[src/adc_defs.svh]
// constants for the converter control: register offsets, fields, codes
`ifndef ADC_DEFS_SVH
`define ADC_DEFS_SVH

// register offsets on the plain register port
`define OFF_SC1      8'h00
`define OFF_SC2      8'h04
`define OFF_RES_HI   8'h08
`define OFF_RES_LO   8'h0C
`define OFF_CMP_HI   8'h10
`define OFF_CMP_LO   8'h14
`define OFF_CFG      8'h18
`define OFF_PIN1     8'h1C
`define OFF_PIN2     8'h20

// channel codes
`define CH_LAST_PIN  5'h0B
`define CH_TEMP      5'h1A
`define CH_BANDGAP   5'h1B
`define CH_DISABLED  5'h1F

// conversion clock sources
`define CLKSRC_BUS   2'h0
`define CLKSRC_HALF  2'h1
`define CLKSRC_ALT   2'h2
`define CLKSRC_LOCAL 2'h3

// result width modes
`define MODE_8BIT    2'h0
`define MODE_12BIT   2'h1
`define MODE_10BIT   2'h2

// successive approximation
`define RES_MSB      4'hB
`define RES_BITS     5'h0C

// field positions in sc1, sc2 and cfg
`define SC1_FLAG     7
`define SC1_AIEN     6
`define SC1_CONT     5
`define SC2_ACT      7
`define SC2_HWTRIG   6
`define SC2_CMP_EN   5
`define SC2_ACFGE    4
`define CFG_DIV_HI   6
`define CFG_DIV_LO   5
`define CFG_MODE_HI  3
`define CFG_MODE_LO  2

`endif

[src/adc_pkg.sv]
// types shared by the converter control modules
package adc_pkg;

  // conversion sequencer states
  typedef enum logic [1:0] {
    ST_IDLE    = 2'b00,
    ST_SAMPLE  = 2'b01,
    ST_CONVERT = 2'b10
  } conv_state_e;

  // whole state of the control module
  typedef struct packed {
    conv_state_e state;
    logic [3:0]  bit_idx;
    logic [11:0] sar;
    logic [11:0] result;
    logic        done_flag;
    logic        aien;
    logic        cont;
    logic [4:0]  ch;
    logic        hwtrig;
    logic        cmp_en;
    logic        acfge;
    logic [11:0] cmp_val;
    logic [1:0]  div;
    logic [1:0]  mode;
    logic [1:0]  clksel;
    logic [7:0]  pin1;
    logic [7:0]  pin2;
    logic        trig_prev;
    logic        trig_pend;
    logic [7:0]  rdata;
    logic        irq;
    logic [11:0] dac;
    logic [11:0] pin_gate;
    logic        temp_sel;
    logic        bg_sel;
  } ctrl_state_s;

  // whole state of the conversion clock generator
  typedef struct packed {
    logic       half;
    logic [2:0] cnt;
    logic       tick;
  } clkgen_state_s;

endpackage

[src/conv_clk_if.sv]
// carrier between control and conversion clock generator
`timescale 1ns/1ps
interface conv_clk_if;
  logic [1:0] clksel;  // source choice
  logic [1:0] div;     // divide ratio choice
  logic       tick;    // one-cycle conversion clock enable

  modport gen  (input clksel, input div, output tick);
  modport user (output clksel, output div, input tick);
endinterface

[src/adc_ctrl.sv]
// converter control: channel decode, trigger, sequencing, compare, registers
`timescale 1ns/1ps
`include "adc_defs.svh"
// Contract
// - channel code selects pin, sensor, bandgap, off
// - reserved codes still convert, result undefined
// - four selectable conversion clock sources
// - alternate clock is external reference clock
// - conversion clock divided by chosen ratio
// - alternate clock keeps running in wait
// - hardware trigger starts on counter match
// - match triggers without counter interrupt enabled
// - trigger works in run, wait, stop
// - only two analog pin enable registers
// - successive approximation resolves twelve result bits
// - unsigned right-justified 12, 10, 8 bits
// - single or continuous; single returns idle
// - optional compare less-than or greater-equal
// - complete flag set, interrupt from flag
// - status write aborts, restarts unless disabled or hardware trigger selected
// - flag cleared by status write or low read
module adc_ctrl (
  input  wire logic        clock,
  input  wire logic        reset_n,
  input  wire logic [7:0]  addr,               // register address
  input  wire logic [7:0]  wr_data,            // register write data
  input  wire logic        wr_en,              // write strobe
  input  wire logic        rd_en,              // read strobe
  output logic      [7:0]  rd_data,            // read data, cycle after strobe
  input  wire logic        local_async_tick,   // local clock pulse
  input  wire logic        alt_clock_tick,     // external reference clock pulse
  input  wire logic        timer_match,        // counter equals match value
  input  wire logic        comparator_in,      // input at or above trial level
  output logic      [11:0] dac_code,           // trial level to the analog side
  output logic      [11:0] pin_gate,           // selected and enabled pin
  output logic             temp_sel,           // temperature sensor routed
  output logic             bandgap_sel,        // bandgap routed
  output logic      [4:0]  channel_code,       // raw channel code
  output logic             conv_active,        // conversion in progress
  output logic             sample_hold,        // sampling phase
  output logic             irq                 // complete interrupt
);
  adc_pkg::ctrl_state_s q;         // registered state
  adc_pkg::ctrl_state_s d;         // next state
  conv_clk_if           cif ();    // link to clock generator
  logic                 tick;      // conversion clock enable
  logic                 wr_sc1;    // write to status control 1
  logic                 done;      // last bit resolved this cycle
  logic                 cmp_true;  // compare condition met
  logic [11:0]          sar_n;     // search word with new bit
  logic [11:0]          fmt;       // formatted result
  logic [11:0]          bitmask;   // weight of current bit

  // pin channel decode, pins 0 to 11 only
  function automatic logic is_pin(input logic [4:0] ch);
    is_pin = (ch <= `CH_LAST_PIN);
  endfunction

  // result width formatting
  function automatic logic [11:0] fmt_result(input logic [11:0] v, input logic [1:0] m);
    if (m == `MODE_12BIT) begin
      fmt_result = v;
    end else if (m == `MODE_10BIT) begin
      fmt_result = {2'h0, v[11:2]};
    end else begin
      fmt_result = {4'h0, v[11:4]};
    end
  endfunction

  conv_clk_gen u_clk_gen (
    .clock            (clock),
    .reset_n          (reset_n),
    .local_async_tick (local_async_tick),
    .alt_clock_tick   (alt_clock_tick),
    .cif              (cif)
  );

  assign cif.clksel = q.clksel;
  assign cif.div    = q.div;
  assign tick       = cif.tick;

  // next-state logic: trigger, sequencer, register port
  always_comb begin
    d        = q;
    d.rdata  = 8'h00;
    wr_sc1   = wr_en && (addr == `OFF_SC1);
    done     = 1'b0;
    bitmask  = 12'(12'h001 << q.bit_idx);
    sar_n    = comparator_in ? (q.sar | bitmask) : q.sar;
    fmt      = fmt_result(sar_n, q.mode);
    cmp_true = q.acfge ? (fmt >= q.cmp_val) : (fmt < q.cmp_val);

    d.trig_prev = timer_match;
    if (timer_match && !q.trig_prev) begin
      d.trig_pend = 1'b1;
    end

    // sequencer
    case (q.state)
      adc_pkg::ST_IDLE: begin
        if (q.hwtrig && q.trig_pend && tick && q.ch != `CH_DISABLED) begin
          d.state = adc_pkg::ST_SAMPLE;
          if (!(timer_match && !q.trig_prev)) begin
            d.trig_pend = 1'b0;
          end
        end
      end
      adc_pkg::ST_SAMPLE: begin
        if (tick) begin
          d.state   = adc_pkg::ST_CONVERT;
          d.bit_idx = `RES_MSB;
          d.sar     = 12'h000;
          d.dac     = 12'(12'h001 << `RES_MSB);
        end
      end
      adc_pkg::ST_CONVERT: begin
        if (tick) begin
          d.sar = sar_n;
          if (q.bit_idx == 4'h0) begin
            done = 1'b1;
          end else begin
            d.bit_idx = 4'(q.bit_idx - 4'h1);
            d.dac     = sar_n | 12'(12'h001 << 4'(q.bit_idx - 4'h1));
          end
        end
      end
      default: begin
        d.state = adc_pkg::ST_IDLE;
      end
    endcase

    // reads; result low read clears flag
    if (rd_en) begin
      if (addr == `OFF_SC1) begin
        d.rdata = {q.done_flag, q.aien, q.cont, q.ch};
      end else if (addr == `OFF_SC2) begin
        d.rdata = {q.state != adc_pkg::ST_IDLE, q.hwtrig, q.cmp_en, q.acfge, 4'h0};
      end else if (addr == `OFF_RES_HI) begin
        d.rdata = {4'h0, q.result[11:8]};
      end else if (addr == `OFF_RES_LO) begin
        d.rdata = q.result[7:0];
        d.done_flag = 1'b0;
      end else if (addr == `OFF_CMP_HI) begin
        d.rdata = {4'h0, q.cmp_val[11:8]};
      end else if (addr == `OFF_CMP_LO) begin
        d.rdata = q.cmp_val[7:0];
      end else if (addr == `OFF_CFG) begin
        d.rdata = {1'b0, q.div, 1'b0, q.mode, q.clksel};
      end else if (addr == `OFF_PIN1) begin
        d.rdata = q.pin1;
      end else if (addr == `OFF_PIN2) begin
        d.rdata = q.pin2;
      end else begin
        d.rdata = 8'h00;
      end
    end

    // completion; set wins over read clear
    if (done) begin
      d.result = fmt;
      if (!q.cmp_en || cmp_true) begin
        d.done_flag = 1'b1;
      end
      d.state = q.cont ? adc_pkg::ST_SAMPLE : adc_pkg::ST_IDLE;
    end

    // writes
    if (wr_en) begin
      if (addr == `OFF_SC1) begin
        d.aien = wr_data[`SC1_AIEN];
        d.cont = wr_data[`SC1_CONT];
        d.ch   = wr_data[4:0];
        d.done_flag = 1'b0;
        if (wr_data[4:0] == `CH_DISABLED || q.hwtrig) begin
          d.state = adc_pkg::ST_IDLE;
        end else begin
          d.state = adc_pkg::ST_SAMPLE;
        end
      end else if (addr == `OFF_SC2) begin
        d.hwtrig = wr_data[`SC2_HWTRIG];
        d.cmp_en = wr_data[`SC2_CMP_EN];
        d.acfge  = wr_data[`SC2_ACFGE];
      end else if (addr == `OFF_CMP_HI) begin
        d.cmp_val[11:8] = wr_data[3:0];
      end else if (addr == `OFF_CMP_LO) begin
        d.cmp_val[7:0] = wr_data;
      end else if (addr == `OFF_CFG) begin
        d.div    = wr_data[`CFG_DIV_HI:`CFG_DIV_LO];
        d.mode   = wr_data[`CFG_MODE_HI:`CFG_MODE_LO];
        d.clksel = wr_data[1:0];
      end else if (addr == `OFF_PIN1) begin
        d.pin1 = wr_data;
      end else if (addr == `OFF_PIN2) begin
        d.pin2 = wr_data;
      end
    end

    if (is_pin(d.ch) && (d.ch[3] ? d.pin2[d.ch[2:0]] : d.pin1[d.ch[2:0]])) begin
      d.pin_gate = 12'(12'h001 << d.ch[3:0]);
    end else begin
      d.pin_gate = 12'h000;
    end
    d.temp_sel = (d.ch == `CH_TEMP);
    d.bg_sel   = (d.ch == `CH_BANDGAP);
    d.irq      = d.done_flag && d.aien;
  end

  // state register
  always_ff @(posedge clock or negedge reset_n) begin
    if (!reset_n) begin
      q       <= '0;
      q.ch    <= `CH_DISABLED;
      q.mode  <= `MODE_8BIT;
    end else begin
      q <= d;
    end
  end

  // outputs straight from the state register
  assign rd_data      = q.rdata;
  assign dac_code     = q.dac;
  assign pin_gate     = q.pin_gate;
  assign temp_sel     = q.temp_sel;
  assign bandgap_sel  = q.bg_sel;
  assign channel_code = q.ch;
  assign conv_active  = (q.state != adc_pkg::ST_IDLE);
  assign sample_hold  = (q.state == adc_pkg::ST_SAMPLE);
  assign irq          = q.irq;

  // helper: conversion ticks counted per conversion
  logic [4:0] conv_ticks_q;  // ticks seen in the search phase
  always_ff @(posedge clock or negedge reset_n) begin
    if (!reset_n) begin
      conv_ticks_q <= 5'h00;
    end else if (q.state != adc_pkg::ST_CONVERT) begin
      conv_ticks_q <= 5'h00;
    end else if (tick) begin
      conv_ticks_q <= 5'(conv_ticks_q + 5'h01);
    end
  end

  property p_twelve_bits;
    @(posedge clock) disable iff (!reset_n)
      done |-> (conv_ticks_q == 5'(`RES_BITS - 5'h01));
  endproperty
  a_twelve_bits: assert property (p_twelve_bits) else $error("search did not take twelve steps");

  property p_disable_idle;
    @(posedge clock) disable iff (!reset_n)
      (wr_sc1 && wr_data[4:0] == `CH_DISABLED) |=> !conv_active ##1 !conv_active;
  endproperty
  a_disable_idle: assert property (p_disable_idle) else $error("disabled channel still converting");

  property p_write_restart;
    @(posedge clock) disable iff (!reset_n)
      (wr_sc1 && wr_data[4:0] != `CH_DISABLED && !q.hwtrig) |=> sample_hold && !q.done_flag;
  endproperty
  a_write_restart: assert property (p_write_restart) else $error("status write did not restart");

  property p_low_read_clears;
    @(posedge clock) disable iff (!reset_n)
      (rd_en && addr == `OFF_RES_LO && !done && !wr_en) |=> !q.done_flag && !irq;
  endproperty
  a_low_read_clears: assert property (p_low_read_clears) else $error("low result read left flag set");

  property p_single_idle;
    @(posedge clock) disable iff (!reset_n)
      (done && !q.cont && !wr_en) |=> !conv_active;
  endproperty
  a_single_idle: assert property (p_single_idle) else $error("single conversion did not return idle");

  property p_eight_bit_format;
    @(posedge clock) disable iff (!reset_n)
      (done && q.mode == `MODE_8BIT && !wr_en) |=> q.result[11:8] == 4'h0;
  endproperty
  a_eight_bit_format: assert property (p_eight_bit_format) else $error("8-bit result not right-justified");

  property p_compare_gate;
    @(posedge clock) disable iff (!reset_n)
      (done && q.cmp_en && !cmp_true && !q.done_flag && !wr_en) |=> !q.done_flag;
  endproperty
  a_compare_gate: assert property (p_compare_gate) else $error("flag set on false compare");

  property p_flag_set;
    @(posedge clock) disable iff (!reset_n)
      (done && !q.cmp_en && !wr_en) |=> q.done_flag ##1 (q.done_flag || $past(rd_en) || $past(wr_en));
  endproperty
  a_flag_set: assert property (p_flag_set) else $error("completion did not set flag");

  property p_hw_start;
    @(posedge clock) disable iff (!reset_n)
      (q.state == adc_pkg::ST_IDLE && q.hwtrig && q.trig_pend && tick && q.ch != `CH_DISABLED && !wr_en)
        |=> sample_hold;
  endproperty
  a_hw_start: assert property (p_hw_start) else $error("pending match did not start conversion");

  property p_pin_gate;
    @(posedge clock) disable iff (!reset_n)
      $onehot0(pin_gate) && (pin_gate == 12'h000 || is_pin(channel_code));
  endproperty
  a_pin_gate: assert property (p_pin_gate) else $error("pin routing not a single selected pin");

endmodule // adc_ctrl

[src/conv_clk_gen.sv]
// conversion clock enable: source select and divider
`timescale 1ns/1ps
`include "adc_defs.svh"
module conv_clk_gen (
  input  wire logic   clock,
  input  wire logic   reset_n,
  input  wire logic   local_async_tick,  // local clock pulse, one cycle
  input  wire logic   alt_clock_tick,    // alternate clock pulse, one cycle
  conv_clk_if.gen     cif
);
  adc_pkg::clkgen_state_s s_q;  // registered state
  adc_pkg::clkgen_state_s s_d;  // next state
  logic                   src;  // selected source pulse
  logic [2:0]             lim;  // divider terminal count

  // source pick and divide; alternate clock never gated by wait
  always_comb begin
    s_d      = s_q;
    s_d.half = ~s_q.half;
    s_d.tick = 1'b0;
    lim      = 3'((4'h1 << cif.div) - 4'h1);
    case (cif.clksel)
      `CLKSRC_BUS:  src = 1'b1;
      `CLKSRC_HALF: src = s_q.half;
      `CLKSRC_ALT:  src = alt_clock_tick;
      default:      src = local_async_tick;
    endcase
    if (src) begin
      if (s_q.cnt >= lim) begin
        s_d.cnt  = 3'h0;
        s_d.tick = 1'b1;
      end else begin
        s_d.cnt = 3'(s_q.cnt + 3'h1);
      end
    end
  end

  // state register
  always_ff @(posedge clock or negedge reset_n) begin
    if (!reset_n) begin
      s_q <= '0;
    end else begin
      s_q <= s_d;
    end
  end

  assign cif.tick = s_q.tick;

  property p_bus_full_rate;
    @(posedge clock) disable iff (!reset_n)
      (cif.clksel == `CLKSRC_BUS && cif.div == 2'h0) |=> cif.tick;
  endproperty
  a_bus_full_rate: assert property (p_bus_full_rate) else $error("bus clock undivided gave no tick");

  property p_div8_spacing;
    @(posedge clock) disable iff (!reset_n)
      (cif.tick && cif.div == 2'h3 && $past(cif.div) == 2'h3) |-> !$past(cif.tick);
  endproperty
  a_div8_spacing: assert property (p_div8_spacing) else $error("divide by eight ticked twice in a row");

endmodule // conv_clk_gen

[config.mk]
export PLATFORM = sky130hd
export DESIGN_NAME = adc_ctrl
export DESIGN_NICKNAME = d
export VERILOG_FILES = /design/src/adc_pkg.sv /design/src/conv_clk_if.sv /design/src/adc_ctrl.sv /design/src/conv_clk_gen.sv
export VERILOG_INCLUDE_DIRS = /design/src /design/src/src
export SDC_FILE = /design/constraint.sdc
export NUM_CORES = 1
export LEC_CHECK = 0
export CORE_AREA = 2 2 133 135
export CTS_CLUSTER_DIAMETER = 30
export DETAILED_ROUTE_END_ITERATION = 10
export DIE_AREA = 0 0 135 137
export DONT_BUFFER_PORTS = 1
export PLACE_DENSITY = 0.63
export SETUP_SLACK_MARGIN = 0.4
export SYNTH_ARGS = -nofsm -noshare
export SYNTH_HDL_FRONTEND = slang
export SYNTH_HIERARCHICAL = 1
export SYNTH_SLANG_ARGS = --single-unit
[constraint.sdc]
create_clock -name clock -period 3.8 [get_ports clock]
set_input_delay 0.57 -clock clock [delete_from_list [all_inputs] [get_ports clock]]
set_output_delay 0.57 -clock clock [all_outputs]
set_load 0.01 [all_outputs]
# [After elaboration in Yosys (flattened, before gate mapping)]
# Index checks and enable logic that the tools add are counted.
[totals] in_bits=24 regBits=117
[op_classes] n_eq_ne=21 shift=4 reduce_logical=23 addsub=3 n_lt_le_gt_ge=5 n_mux=67 bitwise=7
[ops] operator="$mux 8" count=15
[ops] operator="$mux 12" count=6
[ops] operator="$mux 45" count=1
[ops] operator="$mux 37" count=1
[ops] operator="$shl 1x4->12 const A" count=3
[ops] operator="$mux 34" count=1
[ops] operator="$eq 8x5->1 const B" count=4
[ops] operator="$mux 16" count=2
[ops] operator="$pmux 16 s2" count=1
[ops] operator="$mux 30" count=1
[ops] operator="$or 12x12->12" count=2
[ops] operator="$pmux 12 s2" count=1
[ops] operator="$mux 1" count=22
[ops] operator="$mux 22" count=1
[ops] operator="$mux 18" count=1
[ops] operator="$eq 8x4->1 const B" count=2
[ops] operator="$eq 5x5->1 const B" count=3
[ops] operator="$ge 12x12->1" count=1
[ops] operator="$lt 12x12->1" count=1
[ops] operator="$mux 10" count=1
[ops] operator="$eq 8x3->1 const B" count=1
[ops] operator="$eq 8x6->1 const B" count=1
[ops] operator="$logic_not 8->1" count=1
[ops] operator="$mux 2" count=4
[ops] operator="other kinds (30)" count=53

# [Logic depth before layout (Yosys ltp)]
[depth] ltp_word=17 mapped_depth=14 ltp_nobuf=13

# [Hierarchy]
# The synthesis kept the hierarchy.
[modules_own_cells] module="adc_ctrl" area_each_um2=6386.1 seq_area_each_um2=2808.9 n_inst=1 cells_per_inst=650
[modules_own_cells] module="conv_clk_gen" area_each_um2=344.1 seq_area_each_um2=125.1 n_inst=1 cells_per_inst=34

# [Worst setup path before layout]
# OpenSTA, ideal clock, no wires.
[synth_path] path_type="register -> register" startpoint="reg q[106] in the netlist's numbering" endpoint="reg q, in the netlist irq" setup_time_ps=134 t_required_ps=3666 stages_incl_launch_ff=14 t_arrival_ps=2773 path_buffers=1 slack_ps=893 cell_sequence="dfrtp_1 > inv_1 > ha_1 > clkbuf_1 > a31oi_1 > nand2b_1 > o21ai_0 > o21a_1 > ha_1 > o211ai_1 > a2111oi_0 > nor4_1 > nor4bb_1 > nor3_1"
[synth_rtl] item="start, declared" line="adc_ctrl.sv:43" source="adc_pkg::ctrl_state_s q;"

==> impl_metrics.py <==
metrics = {
    "global_routing": {
        "grt_use_total_pct": 20.1,
        "grt_max_degree": 113,
        "antenna_found_initial": 0,
        "grt_remaining_overflow": 0,
        "grt_pass1_vias": 5124,
        "grt_pass1_wl_um": 28300,
    },
    "timing": {
        "fin_crit_ps": 3200,
        "final-max-slew-violation-count": 0,
        "max_freq_mhz": 313,
        "finalSetupViolations": 0,
        "setup_tns_ps": 0,
        "hold_viol_final": 0,
        "rsz0062_at_grt": "false",
        "tightest_slew_ps": 730,
        "clock_skew_ps": 8.40,
        "setup_slack_ps": 605,
        "post-route-period-util_pct": 84.1,
        "slew-limit-headroom_pct": 51.3,
        "whs_ps": 72.4,
    },
    "critical_path": {
        "path_cells": "nor2b_1 -> a31oi_2 -> or2_2 -> o21ai_0 -> o21a_1 -> ha_1 -> nor2b_1 -> o211ai_1 -> a2111oi_2 -> nor4_1 -> nor4bb_1 -> nor3_1",
        "crit_top_cell": "nor2b_1",
        "slowest_delay_ps": 470,
        "worstPathArrival_ps": 3490,
        "worstPathRequired_ps": 4090,
        "cp_top_family": "simple AND/OR/NAND/NOR gates",
        "crit_type": "flip-flop to flip-flop",
        "cp_slowest_cell": "nor2b_1",
        "end_kind": "flip-flop",
        "crit_buf_inv": 0,
        "crit_path_start_kind": "flip-flop",
        "crit_path_max_fanout": 8,
    },
    "logic_synthesis": {
        "synthArstFlopShare_pct": 100,
        "synthXorXnorAreaFrac_pct": 0.260,
        "syn_area_per_cell_um2": 9.84,
        "yosys.area_share.simple_pct": 15.9,
        "synthMuxAreaShare_pct": 9.83,
        "synth_ff_type": "dfrtp_1",
        "seq_area_frac_synth_pct": 43.6,
        "synth_area_mm2": 0.00673,
        "synth_top_family_by_area": "compound AO/OA/AOI/OAI gates",
        "synthCells": 684,
        "synth_edf_count": 0,
        "synthAdderAreaFrac_pct": 5.02,
        "synth_fp_nets": 735,
        "ys_ff_latch": 117,
        "yosysUniqueCellTypes": 72,
        "synth_compound_area_share_pct": 17.4,
        "ys_warn_count": 6,
    },
    "placement": {
        "dp_cells": 844,
        "portBuffers": 0,
        "place_ws_ps": 566,
        "hpwl_um": 12600,
        "placed_cell_area_mm2": 0.00663,
        "routabilityCongestion": 0.888,
    },
    "finish": {
        "drive_gt1_share_pct": 15.8,
        "fin_cells": 878,
        "fin_area_mm2": 0.00729,
        "nets": 691,
        "syn2layout_area_growth_pct": 8.38,
        "fin_util_pct": 42.8,
        "n_antenna_cell": 0,
    },
    "clocking": {
        "clk_pin_slew_worst_paths_ps": 60,
        "cts_buffers": 17,
        "clock_latency_ps": 420,
        "htreeDepth": 4,
        "post-cts-setup-buffers": 0,
        "cts_tree": "built",
        "clock_sinks": 117,
        "cts_max_path_buffers": 2,
        "root_buffer": "clkbuf_16",
    },
    "route": {
        "wl_per_cell_um": 20.3,
        "drtPass1Iterations": 6,
        "vias": 5042,
        "remaining_drc_errors": 0,
        "ant_nets": 0,
        "first_iter_violations": 499,
        "drt-total-wl_um": 17800,
        "viasPerCell": 5.74,
    },
    "power": {
        "irDropWorstVdd_mv": 0.314,
        "p_leak_nw": 3.20,
        "p_per_area_mw_per_mm2": 625,
        "p_total_mw": 4.56,
    },
    "floorplan": {
        "rows": 48,
        "die_height_um": 137,
        "dieArea_mm2": 0.0185,
        "die_w_um": 135,
        "coreArea_mm2": 0.0171,
        "start_util_pct": 39.5,
        "ioPinCount": 66,
    },
    "worst_hold_path": {
        "hold_path_class": "input port to asynchronous set/reset pin",
    },
    "job": {
        "max_cap_violations": 0,
    },
    "outcome": {
        "status": "finished, final reports clean",
    },
}
[registers in the layout, indices dropped and copies added, names as in the netlist, 2 cells and up]
signal	cells
cif.div	2
q	68
pin_gate	12
rd_data	8
dac_code	12
cif.clksel	2
u_clk_gen/s_q	4
channel_code	5
[kinds of logic after synthesis]
family,after synthesis
mux,60
flops,117
fa+ha+maj,27
simple gates,200
compound gates,177
xor+xnor,2
buf+inv,101
[repair_timing]
action | CTS | global route
hold endpoints to repair | 112 | 0
setup endpoints to repair | 0 | 2
hold buffers | 2 | 0
gates resized for setup | 0 | 6
[layer usage]
layer	vias up	routed length [µm]	GRT usage (%)
met1	2474	7630	25.6
met4	0	354	6.77
met2	195	8530	32.8
li1	2341	-	-
met3	32	1310	6.07
met5	-	0	0
[layout by cell type, fill, tap and decap left out, types with 8 or more instances in the layout]
| cell | instances |
|---|---|
| o21ai_0 | 52 |
| o21ai_1 | 10 |
| nand2_1 | 76 |
| mux2i_1 | 15 |
| a31oi_1 | 17 |
| a21oi_1 | 16 |
| mux2_2 | 29 |
| inv_1 | 31 |
| o211ai_1 | 11 |
| clkbuf_16 | 17 |
| o21a_1 | 8 |
| mux2_1 | 14 |
| a22o_1 | 8 |
| nor3_1 | 8 |
| nor2b_1 | 16 |
| nor2_1 | 41 |
| dfrtp_1 | 111 |
| ha_1 | 27 |
[path summary, 6_finish.rpt]
| check | startpoint | endpoint | slack, ps | depth (start not counted) |
|---|---|---|---|---|
| worst max register to register | q[108] | irq | 600 | 12 |
| min in group clock | timer_match | q[36] | 180 | 0 |
| worst min register to register | q[36] | q[35] | 430 | 1 |
| worst min-delay path | reset_n | dac_code[4] | 70 | 1 |
| max in group asynchronous | reset_n | channel_code[4] | 2800 | 1 |
| worst max-delay path | q[108] | irq | 600 | 12 |
[where the power goes]
part | total (mW) | internal, mW | switching [mW] | leakage (nW)
Sequential | 1.66 | 1.45 | 0.206 | 1.55
Combinational | 1.27 | 0.492 | 0.782 | 1.36
Clock | 1.62 | 1.01 | 0.618 | 0.286
[synth_stat cells (all sizes together), types with 6 or more instances]
| library cell | instances | area [µm²] |
|---|---|---|
| a31o | 7 | 61.3 |
| o211ai | 12 | 95.1 |
| inv | 31 | 116 |
| dfrtp | 112 | 2800 |
| o2111ai | 6 | 52.6 |
| a21boi | 6 | 45.0 |
| mux2i | 17 | 178 |
| o21ai | 62 | 310 |
| nor2b | 16 | 100 |
| and2 | 6 | 37.5 |
| ha | 27 | 338 |
| clkbuf | 27 | 101 |
| nor3 | 9 | 50.1 |
| a21oi | 17 | 88.8 |
| o21a | 8 | 60.1 |
| nand3 | 7 | 60.1 |
| nor4 | 6 | 67.6 |
| a22o | 8 | 70.1 |
| buf | 43 | 319 |
| mux2 | 43 | 484 |
| a31oi | 21 | 138 |
| nand2 | 76 | 285 |
| nor2 | 43 | 171 |
[cell type report]
type / count / area [µm²]
Tap cell: 225 / 282
Inverter: 31 / 116
Fill cell: 1654 / 9760
Timing Repair Buffer: 7 / 75.1
Multi-Input combinational cell: 466 / 3280
Clock buffer: 19 / 453
Sequential cell: 117 / 2940
Clock inverter: 13 / 149
Power figures use the tool's default switching activity.
